--- config.mk ---
export PLATFORM = sky130hd
export DESIGN_NAME = bcie_core
export DESIGN_NICKNAME = d
export VERILOG_FILES = /design/src/logic/bcie_pkg.sv /design/src/logic/bcie_core.sv
export SDC_FILE = /design/constraint.sdc
export NUM_CORES = 1
export LEC_CHECK = 0
export BUFFER_PORTS_ARGS = -buffer_cell sky130_fd_sc_hd__buf_2
export CAP_MARGIN = 0
export CORE_AREA = 2 2 157 159
export DETAILED_ROUTE_END_ITERATION = 8
export DIE_AREA = 0 0 159 161
export PLACE_DENSITY = 0.87
export SLEW_MARGIN = 5
export SYNTH_ARGS = -nofsm -noshare
export SYNTH_HDL_FRONTEND = slang
export SYNTH_SLANG_ARGS = --single-unit
--- constraint.sdc ---
create_clock -name CLK -period 3.7 [get_ports CLK]
set_input_delay 0.185 -clock CLK [delete_from_list [all_inputs] [get_ports CLK]]
set_output_delay 0.185 -clock CLK [all_outputs]
set_load 0.1 [all_outputs]
--- src/logic/bcie_pkg.sv ---
// Operation
// - add literal to working, update C DC Z
// - file address 0..127, d picks destination
// - add working and file, C DC Z
// - and literal or file, only Z
// - or literal or file, only Z
// - clear or set one bit, no flags
// - skip next when tested bit clear
// - skip next when tested bit set
// - watchdog clear: counter, prescaler zero, flags one
// - call pushes return, loads target with latch bits
// - jump loads target, no push, two cycles
// - complement file to destination, only Z
// - clear file or working, Z set
// - decrement file to destination, only Z
// - increment file to destination, only Z
// - decrement, skip next when zero, no flags
// - move file to destination, Z updated
// - load literal into working, no flags
// - store working into file, no flags
// - interrupt return pops, sets global enable
// - subroutine return pops into counter, two cycles
// - return loads literal into working, pops
// - subtract working, carry means no borrow
// - sleep clears watchdog, timeout set, powerdown cleared
package bcie_pkg;
    // apb register byte offsets
    localparam logic [11:0] REG_CTRL = 12'h000;
    localparam logic [11:0] REG_STATUS = 12'h004;
    localparam logic [11:0] REG_WORK = 12'h008;
    localparam logic [11:0] REG_PC = 12'h00c;
    localparam logic [11:0] REG_UPPER = 12'h010;
    localparam logic [11:0] REG_IRQ = 12'h014;
    localparam logic [11:0] REG_WDOG = 12'h018;
    // control, interrupt and upper register fields
    localparam int CTRL_RUN = 0;
    localparam int CTRL_WDOG_EN = 1;
    localparam int CTRL_WAKE = 2;
    localparam int IRQ_GLOBAL_EN = 7;
    localparam int UPPER_LO = 3;
    // reset values
    localparam logic [7:0] WORK_RESET = 8'h00;
    localparam logic [7:0] WDOG_RESET = 8'h00;
    localparam logic [12:0] PC_RESET = 13'h0000;
    localparam logic [13:0] NOP_WORD = 14'h0000;
    // instruction groups and opcodes
    localparam logic [1:0] GRP_BYTE = 2'h0;
    localparam logic [1:0] GRP_BIT = 2'h1;
    localparam logic [1:0] GRP_JUMP = 2'h2;
    localparam logic [1:0] GRP_LIT = 2'h3;
    localparam logic [3:0] OPB_STORE = 4'h0;
    localparam logic [3:0] OPB_CLEAR = 4'h1;
    localparam logic [3:0] OPB_SUB = 4'h2;
    localparam logic [3:0] OPB_DEC = 4'h3;
    localparam logic [3:0] OPB_OR = 4'h4;
    localparam logic [3:0] OPB_AND = 4'h5;
    localparam logic [3:0] OPB_XOR = 4'h6;
    localparam logic [3:0] OPB_ADD = 4'h7;
    localparam logic [3:0] OPB_MOVE = 4'h8;
    localparam logic [3:0] OPB_COMP = 4'h9;
    localparam logic [3:0] OPB_INC = 4'ha;
    localparam logic [3:0] OPB_DECSKIP = 4'hb;
    localparam logic [3:0] OPB_RROT = 4'hc;
    localparam logic [3:0] OPB_LROT = 4'hd;
    localparam logic [3:0] OPB_SWAP = 4'he;
    localparam logic [3:0] OPB_INCSKIP = 4'hf;
    localparam logic [7:0] CTL_RETURN = 8'h08;
    localparam logic [7:0] CTL_IRET = 8'h09;
    localparam logic [7:0] CTL_SLEEP = 8'h63;
    localparam logic [7:0] CTL_WDCLR = 8'h64;
    localparam logic [1:0] BIT_CLR = 2'h0;
    localparam logic [1:0] BIT_SET = 2'h1;
    localparam logic [1:0] BIT_SKIPC = 2'h2;
    localparam logic [1:0] BIT_SKIPS = 2'h3;

    typedef enum logic [2:0] {
        ST_HALT = 3'b000,
        ST_FETCH = 3'b001,
        ST_DECODE = 3'b010,
        ST_READ = 3'b011,
        ST_EXEC = 3'b100
    } bcie_state_t;

    typedef struct packed {
        logic c;
        logic dc;
        logic z;
    } bcie_flags_t;

    typedef struct packed {
        logic [7:0] res;
        logic c;
        logic dc;
    } bcie_alu_t;

    typedef struct packed {
        logic [6:0] addr;
        logic [7:0] wdata;
        logic we;
    } bcie_file_req_t;
endpackage : bcie_pkg

--- src/logic/bcie_core.sv ---
// Implementation choices: the register offsets and the APB slave port.
`timescale 1ns/1ps
module bcie_core #(
    parameter int STACK_DEPTH = 8,
    parameter int WDOG_PRESCALE = 16
) (
    input wire logic CLK,
    input wire logic RESET,
    input wire logic PSEL,
    input wire logic PENABLE,
    input wire logic PWRITE,
    input wire logic [11:0] PADDR,
    input wire logic [31:0] PWDATA,
    output logic [31:0] PRDATA,
    output logic PREADY,
    output logic PSLVERR,
    output logic [12:0] PROG_ADDR,
    input wire logic [13:0] PROG_DATA,
    output bcie_pkg::bcie_file_req_t FILE_REQ,
    input wire logic [7:0] FILE_RDATA,
    output logic SLEEPING
);
    localparam int SP_W = (STACK_DEPTH > 1) ? $clog2(STACK_DEPTH) : 1;
    localparam logic [SP_W-1:0] SP_ONE = SP_W'(1);
    localparam int PS_W = (WDOG_PRESCALE > 1) ? $clog2(WDOG_PRESCALE) : 1;
    localparam logic [PS_W-1:0] PS_LAST = PS_W'(WDOG_PRESCALE - 1);

    bcie_pkg::bcie_state_t state_q;
    logic [13:0] ir_q;
    logic nop_q;
    logic hold_q;
    logic [12:0] pc_q;
    logic [7:0] w_q;
    bcie_pkg::bcie_flags_t flags_q;
    logic to_q;
    logic pd_q;
    logic sleep_q;
    logic [7:0] wdog_q;
    logic [PS_W-1:0] presc_q;
    logic [12:0] stack_q [STACK_DEPTH];
    logic [SP_W-1:0] sp_q;
    logic [12:0] prog_addr_q;
    bcie_pkg::bcie_file_req_t file_req_q;
    logic run_q;
    logic wdog_en_q;
    logic [4:0] upper_q;
    logic [7:0] irq_q;
    logic pready_q;
    logic [31:0] prdata_q;
    logic pslverr_q;

    // decoded results of the instruction in ir_q
    logic [7:0] res;
    logic wr_w;
    logic wr_f;
    bcie_pkg::bcie_flags_t flags_d;
    logic [12:0] pc_d;
    logic push;
    logic pop;
    logic dummy;
    logic hold;
    logic wdog_clr;
    logic go_sleep;
    logic set_gie;
    logic exec;
    logic apb_wr;
    logic apb_rd;
    logic wake;

    // add with carry in; subtraction passes the inverted working value and cin=1
    function automatic bcie_pkg::bcie_alu_t add8(input logic [7:0] a, input logic [7:0] b, input logic cin);
        logic [8:0] s;
        logic [4:0] n;
        s = {1'b0, a} + {1'b0, b} + {8'h00, cin};
        n = {1'b0, a[3:0]} + {1'b0, b[3:0]} + {4'h0, cin};
        return '{res: s[7:0], c: s[8], dc: n[4]};
    endfunction : add8

    // instruction execute, evaluated every clock but only applied in ST_EXEC
    always_comb
    begin
        logic [7:0] f;
        logic [7:0] k;
        logic d;
        logic tbit;
        logic to_dest;
        logic upd_z;
        bcie_pkg::bcie_alu_t a;
        f = FILE_RDATA;
        k = ir_q[7:0];
        d = ir_q[7];
        tbit = f[ir_q[9:7]];
        to_dest = 1'b0;
        upd_z = 1'b0;
        a = '0;
        res = 8'h00;
        wr_w = 1'b0;
        wr_f = 1'b0;
        flags_d = flags_q;
        pc_d = hold_q ? pc_q : pc_q + 13'h0001;
        push = 1'b0;
        pop = 1'b0;
        dummy = 1'b0;
        hold = 1'b0;
        wdog_clr = 1'b0;
        go_sleep = 1'b0;
        set_gie = 1'b0;
        case (ir_q[13:12])
            bcie_pkg::GRP_BYTE:
            begin
                case (ir_q[11:8])
                    bcie_pkg::OPB_STORE:
                    begin
                        if (d)
                        begin
                            res = w_q;
                            wr_f = 1'b1;
                        end
                        else
                        begin
                            case (k)
                                bcie_pkg::CTL_RETURN:
                                begin
                                    pop = 1'b1;
                                    dummy = 1'b1;
                                    hold = 1'b1;
                                end
                                bcie_pkg::CTL_IRET:
                                begin
                                    pop = 1'b1;
                                    set_gie = 1'b1;
                                    dummy = 1'b1;
                                    hold = 1'b1;
                                end
                                bcie_pkg::CTL_SLEEP:
                                begin
                                    wdog_clr = 1'b1;
                                    go_sleep = 1'b1;
                                end
                                bcie_pkg::CTL_WDCLR: wdog_clr = 1'b1;
                                default: res = 8'h00;
                            endcase
                        end
                    end
                    bcie_pkg::OPB_CLEAR:
                    begin
                        res = 8'h00;
                        wr_f = d;
                        wr_w = ~d;
                        flags_d.z = 1'b1;
                    end
                    bcie_pkg::OPB_SUB:
                    begin
                        a = add8(f, ~w_q, 1'b1);
                        res = a.res;
                        flags_d.c = a.c;
                        flags_d.dc = a.dc;
                        to_dest = 1'b1;
                        upd_z = 1'b1;
                    end
                    bcie_pkg::OPB_ADD:
                    begin
                        a = add8(f, w_q, 1'b0);
                        res = a.res;
                        flags_d.c = a.c;
                        flags_d.dc = a.dc;
                        to_dest = 1'b1;
                        upd_z = 1'b1;
                    end
                    bcie_pkg::OPB_DEC,
                    bcie_pkg::OPB_DECSKIP:
                    begin
                        res = f - 8'h01;
                        to_dest = 1'b1;
                        upd_z = (ir_q[11:8] == bcie_pkg::OPB_DEC);
                        dummy = (ir_q[11:8] == bcie_pkg::OPB_DECSKIP) && (res == 8'h00);
                    end
                    bcie_pkg::OPB_INC,
                    bcie_pkg::OPB_INCSKIP:
                    begin
                        res = f + 8'h01;
                        to_dest = 1'b1;
                        upd_z = (ir_q[11:8] == bcie_pkg::OPB_INC);
                        dummy = (ir_q[11:8] == bcie_pkg::OPB_INCSKIP) && (res == 8'h00);
                    end
                    bcie_pkg::OPB_OR:
                    begin
                        res = w_q | f;
                        to_dest = 1'b1;
                        upd_z = 1'b1;
                    end
                    bcie_pkg::OPB_AND:
                    begin
                        res = w_q & f;
                        to_dest = 1'b1;
                        upd_z = 1'b1;
                    end
                    bcie_pkg::OPB_XOR:
                    begin
                        res = w_q ^ f;
                        to_dest = 1'b1;
                        upd_z = 1'b1;
                    end
                    bcie_pkg::OPB_MOVE:
                    begin
                        res = f;
                        to_dest = 1'b1;
                        upd_z = 1'b1;
                    end
                    bcie_pkg::OPB_COMP:
                    begin
                        res = ~f;
                        to_dest = 1'b1;
                        upd_z = 1'b1;
                    end
                    bcie_pkg::OPB_RROT:
                    begin
                        res = {flags_q.c, f[7:1]};
                        flags_d.c = f[0];
                        to_dest = 1'b1;
                    end
                    bcie_pkg::OPB_LROT:
                    begin
                        res = {f[6:0], flags_q.c};
                        flags_d.c = f[7];
                        to_dest = 1'b1;
                    end
                    default:
                    begin
                        res = {f[3:0], f[7:4]};
                        to_dest = 1'b1;
                    end
                endcase
            end
            bcie_pkg::GRP_BIT:
            begin
                res = f;
                res[ir_q[9:7]] = (ir_q[11:10] == bcie_pkg::BIT_SET);
                wr_f = (ir_q[11:10] == bcie_pkg::BIT_CLR) || (ir_q[11:10] == bcie_pkg::BIT_SET);
                if (ir_q[11:10] == bcie_pkg::BIT_SKIPC)
                begin
                    dummy = ~tbit;
                end
                if (ir_q[11:10] == bcie_pkg::BIT_SKIPS)
                begin
                    dummy = tbit;
                end
            end
            bcie_pkg::GRP_JUMP:
            begin
                // return address is the word after the call
                push = ~ir_q[11];
                pc_d = {upper_q[bcie_pkg::UPPER_LO+1:bcie_pkg::UPPER_LO], ir_q[10:0]};
                dummy = 1'b1;
                hold = 1'b1;
            end
            default:
            begin
                casez (ir_q[11:8])
                    4'b00??: res = k;
                    4'b01??:
                    begin
                        res = k;
                        pop = 1'b1;
                        dummy = 1'b1;
                        hold = 1'b1;
                    end
                    4'b1000:
                    begin
                        res = w_q | k;
                        upd_z = 1'b1;
                    end
                    4'b1001:
                    begin
                        res = w_q & k;
                        upd_z = 1'b1;
                    end
                    4'b1010:
                    begin
                        res = w_q ^ k;
                        upd_z = 1'b1;
                    end
                    4'b110?:
                    begin
                        a = add8(k, ~w_q, 1'b1);
                        res = a.res;
                        flags_d.c = a.c;
                        flags_d.dc = a.dc;
                        upd_z = 1'b1;
                    end
                    default:
                    begin
                        a = add8(w_q, k, 1'b0);
                        res = a.res;
                        flags_d.c = a.c;
                        flags_d.dc = a.dc;
                        upd_z = 1'b1;
                    end
                endcase
                wr_w = 1'b1;
            end
        endcase
        if (to_dest)
        begin
            wr_w = ~d;
            wr_f = d;
        end
        if (upd_z)
        begin
            flags_d.z = (res == 8'h00);
        end
        if (pop)
        begin
            pc_d = stack_q[sp_q - SP_ONE];
        end
    end

    assign exec = (state_q == bcie_pkg::ST_EXEC);
    assign apb_wr = PSEL && PENABLE && PWRITE && pready_q;
    assign apb_rd = PSEL && PENABLE && !pready_q;
    assign wake = apb_wr && (PADDR == bcie_pkg::REG_CTRL) && PWDATA[bcie_pkg::CTRL_WAKE];

    // four clocks per instruction cycle: fetch, decode, file read, execute
    always_ff @(posedge CLK)
    begin
        if (RESET)
        begin
            state_q <= bcie_pkg::ST_HALT;
        end
        else
        begin
            case (state_q)
                bcie_pkg::ST_HALT: state_q <= (run_q && !sleep_q) ? bcie_pkg::ST_FETCH : bcie_pkg::ST_HALT;
                bcie_pkg::ST_FETCH: state_q <= bcie_pkg::ST_DECODE;
                bcie_pkg::ST_DECODE: state_q <= bcie_pkg::ST_READ;
                bcie_pkg::ST_READ: state_q <= bcie_pkg::ST_EXEC;
                bcie_pkg::ST_EXEC: state_q <= (run_q && !go_sleep) ? bcie_pkg::ST_FETCH : bcie_pkg::ST_HALT;
                default: state_q <= bcie_pkg::ST_HALT;
            endcase
        end
    end

    // fetch side; a discarded word is replaced by a no-op in decode
    always_ff @(posedge CLK)
    begin
        if (RESET)
        begin
            prog_addr_q <= bcie_pkg::PC_RESET;
            ir_q <= bcie_pkg::NOP_WORD;
            file_req_q <= '0;
        end
        else
        begin
            file_req_q.we <= exec && wr_f;
            if (exec)
            begin
                file_req_q.wdata <= res;
            end
            if (state_q == bcie_pkg::ST_FETCH)
            begin
                prog_addr_q <= pc_q;
            end
            if (state_q == bcie_pkg::ST_DECODE)
            begin
                ir_q <= nop_q ? bcie_pkg::NOP_WORD : PROG_DATA;
                file_addr_update: file_req_q.addr <= PROG_DATA[6:0];
            end
        end
    end

    // architectural state written at the end of execute
    always_ff @(posedge CLK)
    begin
        if (RESET)
        begin
            pc_q <= bcie_pkg::PC_RESET;
            w_q <= bcie_pkg::WORK_RESET;
            flags_q <= '0;
            nop_q <= 1'b0;
            hold_q <= 1'b0;
            sp_q <= '0;
        end
        else if (exec)
        begin
            pc_q <= pc_d;
            flags_q <= flags_d;
            nop_q <= dummy; // second cycle runs as a no-op
            hold_q <= hold; // branches keep the loaded target through it
            if (wr_w)
            begin
                w_q <= res;
            end
            if (push)
            begin
                sp_q <= sp_q + SP_ONE;
            end
            else if (pop)
            begin
                sp_q <= sp_q - SP_ONE;
            end
        end
    end

    // return stack wraps silently when overfilled, as a fixed-depth ring
    always_ff @(posedge CLK)
    begin
        if (exec && push)
        begin
            stack_q[sp_q] <= pc_q + 13'h0001;
        end
    end

    // watchdog, prescaled by instruction cycles; wrap drops the timeout flag
    always_ff @(posedge CLK)
    begin
        if (RESET)
        begin
            wdog_q <= bcie_pkg::WDOG_RESET;
            presc_q <= '0;
            to_q <= 1'b1;
            pd_q <= 1'b1;
        end
        else if (exec && wdog_clr)
        begin
            wdog_q <= bcie_pkg::WDOG_RESET;
            presc_q <= '0;
            to_q <= 1'b1;
            pd_q <= !go_sleep;
        end
        else if (exec && wdog_en_q)
        begin
            presc_q <= (presc_q == PS_LAST) ? '0 : presc_q + PS_W'(1);
            if (presc_q == PS_LAST)
            begin
                wdog_q <= wdog_q + 8'h01;
                if (wdog_q == 8'hff)
                begin
                    to_q <= 1'b0;
                end
            end
        end
    end

    // sleep: core stops until software wakes it; entering wins over a same-edge wake
    always_ff @(posedge CLK)
    begin
        if (RESET)
        begin
            sleep_q <= 1'b0;
        end
        else if (exec && go_sleep)
        begin
            sleep_q <= 1'b1;
        end
        else if (wake)
        begin
            sleep_q <= 1'b0;
        end
    end

    // software registers; the global enable set by the core wins over a write
    always_ff @(posedge CLK)
    begin
        if (RESET)
        begin
            run_q <= 1'b0;
            wdog_en_q <= 1'b0;
            upper_q <= '0;
            irq_q <= '0;
        end
        else
        begin
            if (apb_wr && PADDR == bcie_pkg::REG_CTRL)
            begin
                run_q <= PWDATA[bcie_pkg::CTRL_RUN];
                wdog_en_q <= PWDATA[bcie_pkg::CTRL_WDOG_EN];
            end
            if (apb_wr && PADDR == bcie_pkg::REG_UPPER)
            begin
                upper_q <= PWDATA[4:0];
            end
            if (apb_wr && PADDR == bcie_pkg::REG_IRQ)
            begin
                irq_q <= PWDATA[7:0];
            end
            if (exec && set_gie)
            begin
                irq_q[bcie_pkg::IRQ_GLOBAL_EN] <= 1'b1;
            end
        end
    end

    // apb slave: one wait state, read data captured with it
    always_ff @(posedge CLK)
    begin
        if (RESET)
        begin
            pready_q <= 1'b0;
            prdata_q <= '0;
            pslverr_q <= 1'b0;
        end
        else
        begin
            pready_q <= apb_rd;
            // error answer stands only with the ready cycle, never sticky into the next transfer
            pslverr_q <= 1'b0;
            if (apb_rd)
            begin
                case (PADDR)
                    bcie_pkg::REG_CTRL: prdata_q <= {30'h0, wdog_en_q, run_q};
                    bcie_pkg::REG_STATUS:
                        prdata_q <= {25'h0, state_q != bcie_pkg::ST_HALT, sleep_q, to_q, pd_q, flags_q.z,
                                     flags_q.dc, flags_q.c};
                    bcie_pkg::REG_WORK: prdata_q <= {24'h0, w_q};
                    bcie_pkg::REG_PC: prdata_q <= {19'h0, pc_q};
                    bcie_pkg::REG_UPPER: prdata_q <= {27'h0, upper_q};
                    bcie_pkg::REG_IRQ: prdata_q <= {24'h0, irq_q};
                    bcie_pkg::REG_WDOG: prdata_q <= {24'h0, wdog_q};
                    default:
                    begin
                        prdata_q <= '0;
                        pslverr_q <= 1'b1;
                    end
                endcase
            end
        end
    end

    assign PRDATA = prdata_q;
    assign PREADY = pready_q;
    assign PSLVERR = pslverr_q;
    assign PROG_ADDR = prog_addr_q;
    assign FILE_REQ = file_req_q;
    assign SLEEPING = sleep_q;
endmodule : bcie_core

==> results.toml <==
[cts]
htreeDepth = 1
cts_max_path_buffers = 3
cts_setup_buffers = 0
cts_made_buffers = 23
clock_sinks = 224
clk_latency_ns = 0.54
clkTransAtPathRegs_ns = 0.07
cts_resized = 0
cts_tree = "built"
clockRootBuffer = "clkbuf_16"

[pwr]
power_frac_clock = 0.451
seqPwrFrac = 0.484
power.switching_mw = 1.27
p_leak_nw = 5.50
max-vdd-ir-drop_v = 0.000406
p_per_area_nw_per_um2 = 346
internal_power_mw = 4.05
p_sw_frac = 0.238
pwr-share-comb = 0.065

[drt]
drc = 0
wirelength_um = 42700
ant_nets = 0
drt-initial-drc-count = 1316
dr_total_vias = 12102
viasPerCell = 6.40
routedWlPerCell_um = 22.6
drt_first_pass_iters = 7

[final_layout]
final_cell_mix = "nand2_1 (142), nor2_1 (139), a21oi_1 (120)"
instances_no_fill = 1891
fillers = 1836
drive_gt1_frac = 0.157
final_common_cell = "nand2_1"
n_antenna_cell = 0
area.growth.synth_to_final_pct = 13.0
fin_util = 0.641
fin_nets = 1686

[timing]
hold_viol_final = 0
fin_setup_tns_ns = 0
fin_crit_sh = 0.905
max_freq_mhz = 299
timing.final.max_slew_violations = 0
finalCriticalPeriod_ns = 3.35
relSlewSlack = 0.451
rsz0062_at_grt = "false"
setup_viol = 0
worstMarginPinSlew_ns = 0.821
setup_slack_ns = 0.352
fin_skew_ns = 0.0305

[hold_path]
min_path_type = "input pin to register"
min_path_cells = 5
holdPathEnd = "PSLVERR"
hold_start = "PADDR[11]"

[yosys]
async_reset_ff_frac = 0
syn_area_um2 = 13600
yosysUniqueCellTypes = 89
yosysSeqAreaShare = 0.406
synth_edf_count = 104
ys_ff_latch = 224
synthFlopType = "dfxtp_1"
synth_warnings = 0
syn_inst = 1459
syn_area_per_cell_um2 = 9.32

[place]
hpwlAfterDp_um = 29500
placedCellCount = 1827
portBuffers = 91
place.gp.congestion = 0.997
post-place-ws_ns = 0.525

[worst_setup_path]
r2r.worst_path.cells = 10
regToRegSetupSlack_ns = 0.35
crit_path_start_kind = "register"
end_kind = "register"
crit_required_ns = 4.18
path_max_fanout = 32
cp.arrival_ns = 3.82
crit_type = "register to register"
regToRegStartpoint = "ir_q[9]"
r2r-end = "pc_q[0]"

[floorplan]
die_w_um = 159
rows = 57
initial_core_util = 0.567
boundaryPins = 135
core_um2 = 24000
dieArea_um2 = 25600
dieHeight_um = 161

[flow_run]
maxCapViolations = 0

[global_routing]
grt_overflow_total = 0
track_usage = 0.326
grt_max_degree = 60
grt_pass1_vias = 11619
grt_pass1_wl_um = 66000
antenna_found_initial = 1

[outcome]
status = "complete, no violations"
==> cell families after synthesis <==
kind of cell             synth area share
other                            0.000276
flip-flops                          0.406
XOR/XNOR                           0.0237
adder cells (fa/ha/maj)            0.0620
AO/OA/AOI/OAI                       0.180
multiplexers                       0.0915
AND/OR/NAND/NOR                     0.177
buffers and inverters              0.0593
==> what timing repair did <==
| action | 4_1_cts | 5_1_grt |
|---|---|---|
| endpoints found under the setup margin | 0 | 0 |
| hold endpoints to repair | 34 | 0 |
| hold buffers | 22 | 0 |
==> synthesized netlist by cell type, drive strengths merged, types with 4 or more instances <==
master,n,area share
or2,7,0.0032
dfxtp,120,0.18
o211ai,17,0.0094
and2,9,0.0041
a211oi,32,0.018
nand3b,19,0.010
a22oi,17,0.0094
mux2i,50,0.037
nor2b,22,0.010
o21ai,69,0.025
clkbuf,65,0.018
o221ai,10,0.0064
a31oi,15,0.0069
nand4,11,0.0051
nand2,142,0.039
nor4,9,0.0052
ha,61,0.056
fa,4,0.0059
mux4,29,0.048
a21o,5,0.0028
nor3,37,0.015
a32oi,8,0.0052
mux2,8,0.0066
xnor2,24,0.015
xor2,12,0.0083
nor3b,5,0.0028
a221o,5,0.0037
o22ai,18,0.0083
inv,50,0.014
o21bai,6,0.0033
o31ai,15,0.0083
o21a,5,0.0028
nand2b,23,0.011
edfxtp,104,0.23
or3,8,0.0037
nor2,140,0.039
buf,58,0.027
and3,9,0.0041
nand3,34,0.013
a21oi,121,0.045
==> how the worst max path moves through the flow <==
stage / startpoint / endpoint / slack [ns] / depth (start not counted)
2_1_floorplan: sp_q[0] / pc_q[5] / 0.66 / 11
3_3_place_gp: ir_q[11] / flags_q[0] / 0.59 / 9
3_5_place_dp: FILE_RDATA[0] / flags_q[0] / 0.52 / 12
5_1_grt: ir_q[9] / pc_q[1] / 0.19 / 10
4_1_cts: ir_q[9] / pc_q[0] / 0.53 / 10
6_report: ir_q[9] / pc_q[0] / 0.35 / 10
==> stage by stage <==
| step | total power, mW | instance area (um2) | hold WS [ns] |
|---|---|---|---|
| 2_1_floorplan | 2.89 | 13700 | 0.321 |
| 3_3_place_gp | 2.95 | 14400 | 0.421 |
| 3_5_place_dp | 2.95 | 14400 | 0.431 |
| 4_1_cts | 5.32 | 15400 | 0.0568 |
| 5_1_grt | 5.43 | 15400 | 0.120 |
| 6_report | 5.32 | 15400 | 0.0606 |
==> layer usage <==
layer / track usage / share of wire / vias to the layer above
met5: 0 / 0 / -
met4: 0.154 / 0.048 / 0
met3: 0.0655 / 0.097 / 138
met2: 0.539 / 0.47 / 741
met1: 0.415 / 0.38 / 5739
li1: - / - / 5484
==> cell type report <==
type | instances | area (um2) | area share
inverters | 51 | 191 | 0.0125
flip-flops and latches | 224 | 5530 | 0.360
repair buffers | 171 | 1130 | 0.0733
clock inverters | 13 | 160 | 0.0104
multi-input cells | 1079 | 7340 | 0.478
well taps | 324 | 405 | 0.0264
clock buffers | 29 | 608 | 0.0396
==> power groups by stage <==
stage	Clock [mW]	Sequential [mW]	Combinational (mW)
final	2.40	2.57	0.348
after global routing	2.49	2.57	0.367
after CTS	2.40	2.57	0.340
after detailed placement	0	2.63	0.321
after global placement	0	2.63	0.320
after floorplan	0	2.66	0.229
==> state kept, by name (all words and copies together) (netlist names), 3 cells and up <==
register   count
stack_q      104
FILE_REQ      16
ir_q          14
PRDATA        13
PROG_ADDR     13
pc_q          13
irq_q          8
w_q            8
wdog_q         8
upper_q        5
presc_q        4
flags_q        3
sp_q           3
state_q        3
==> critical path, cell delays in order (launching register included) <==
cell	delay [ns]
dfxtp_2	0.52
buf_4	0.28
nor2_1	0.24
nand4_1	0.18
nor3_1	0.63
a22o_1	0.31
buf_4	0.34
o21ai_1	0.30
a211oi_1	0.30
a21oi_1	0.07
nor2_1	0.11
Power figures use the tool's default switching activity.
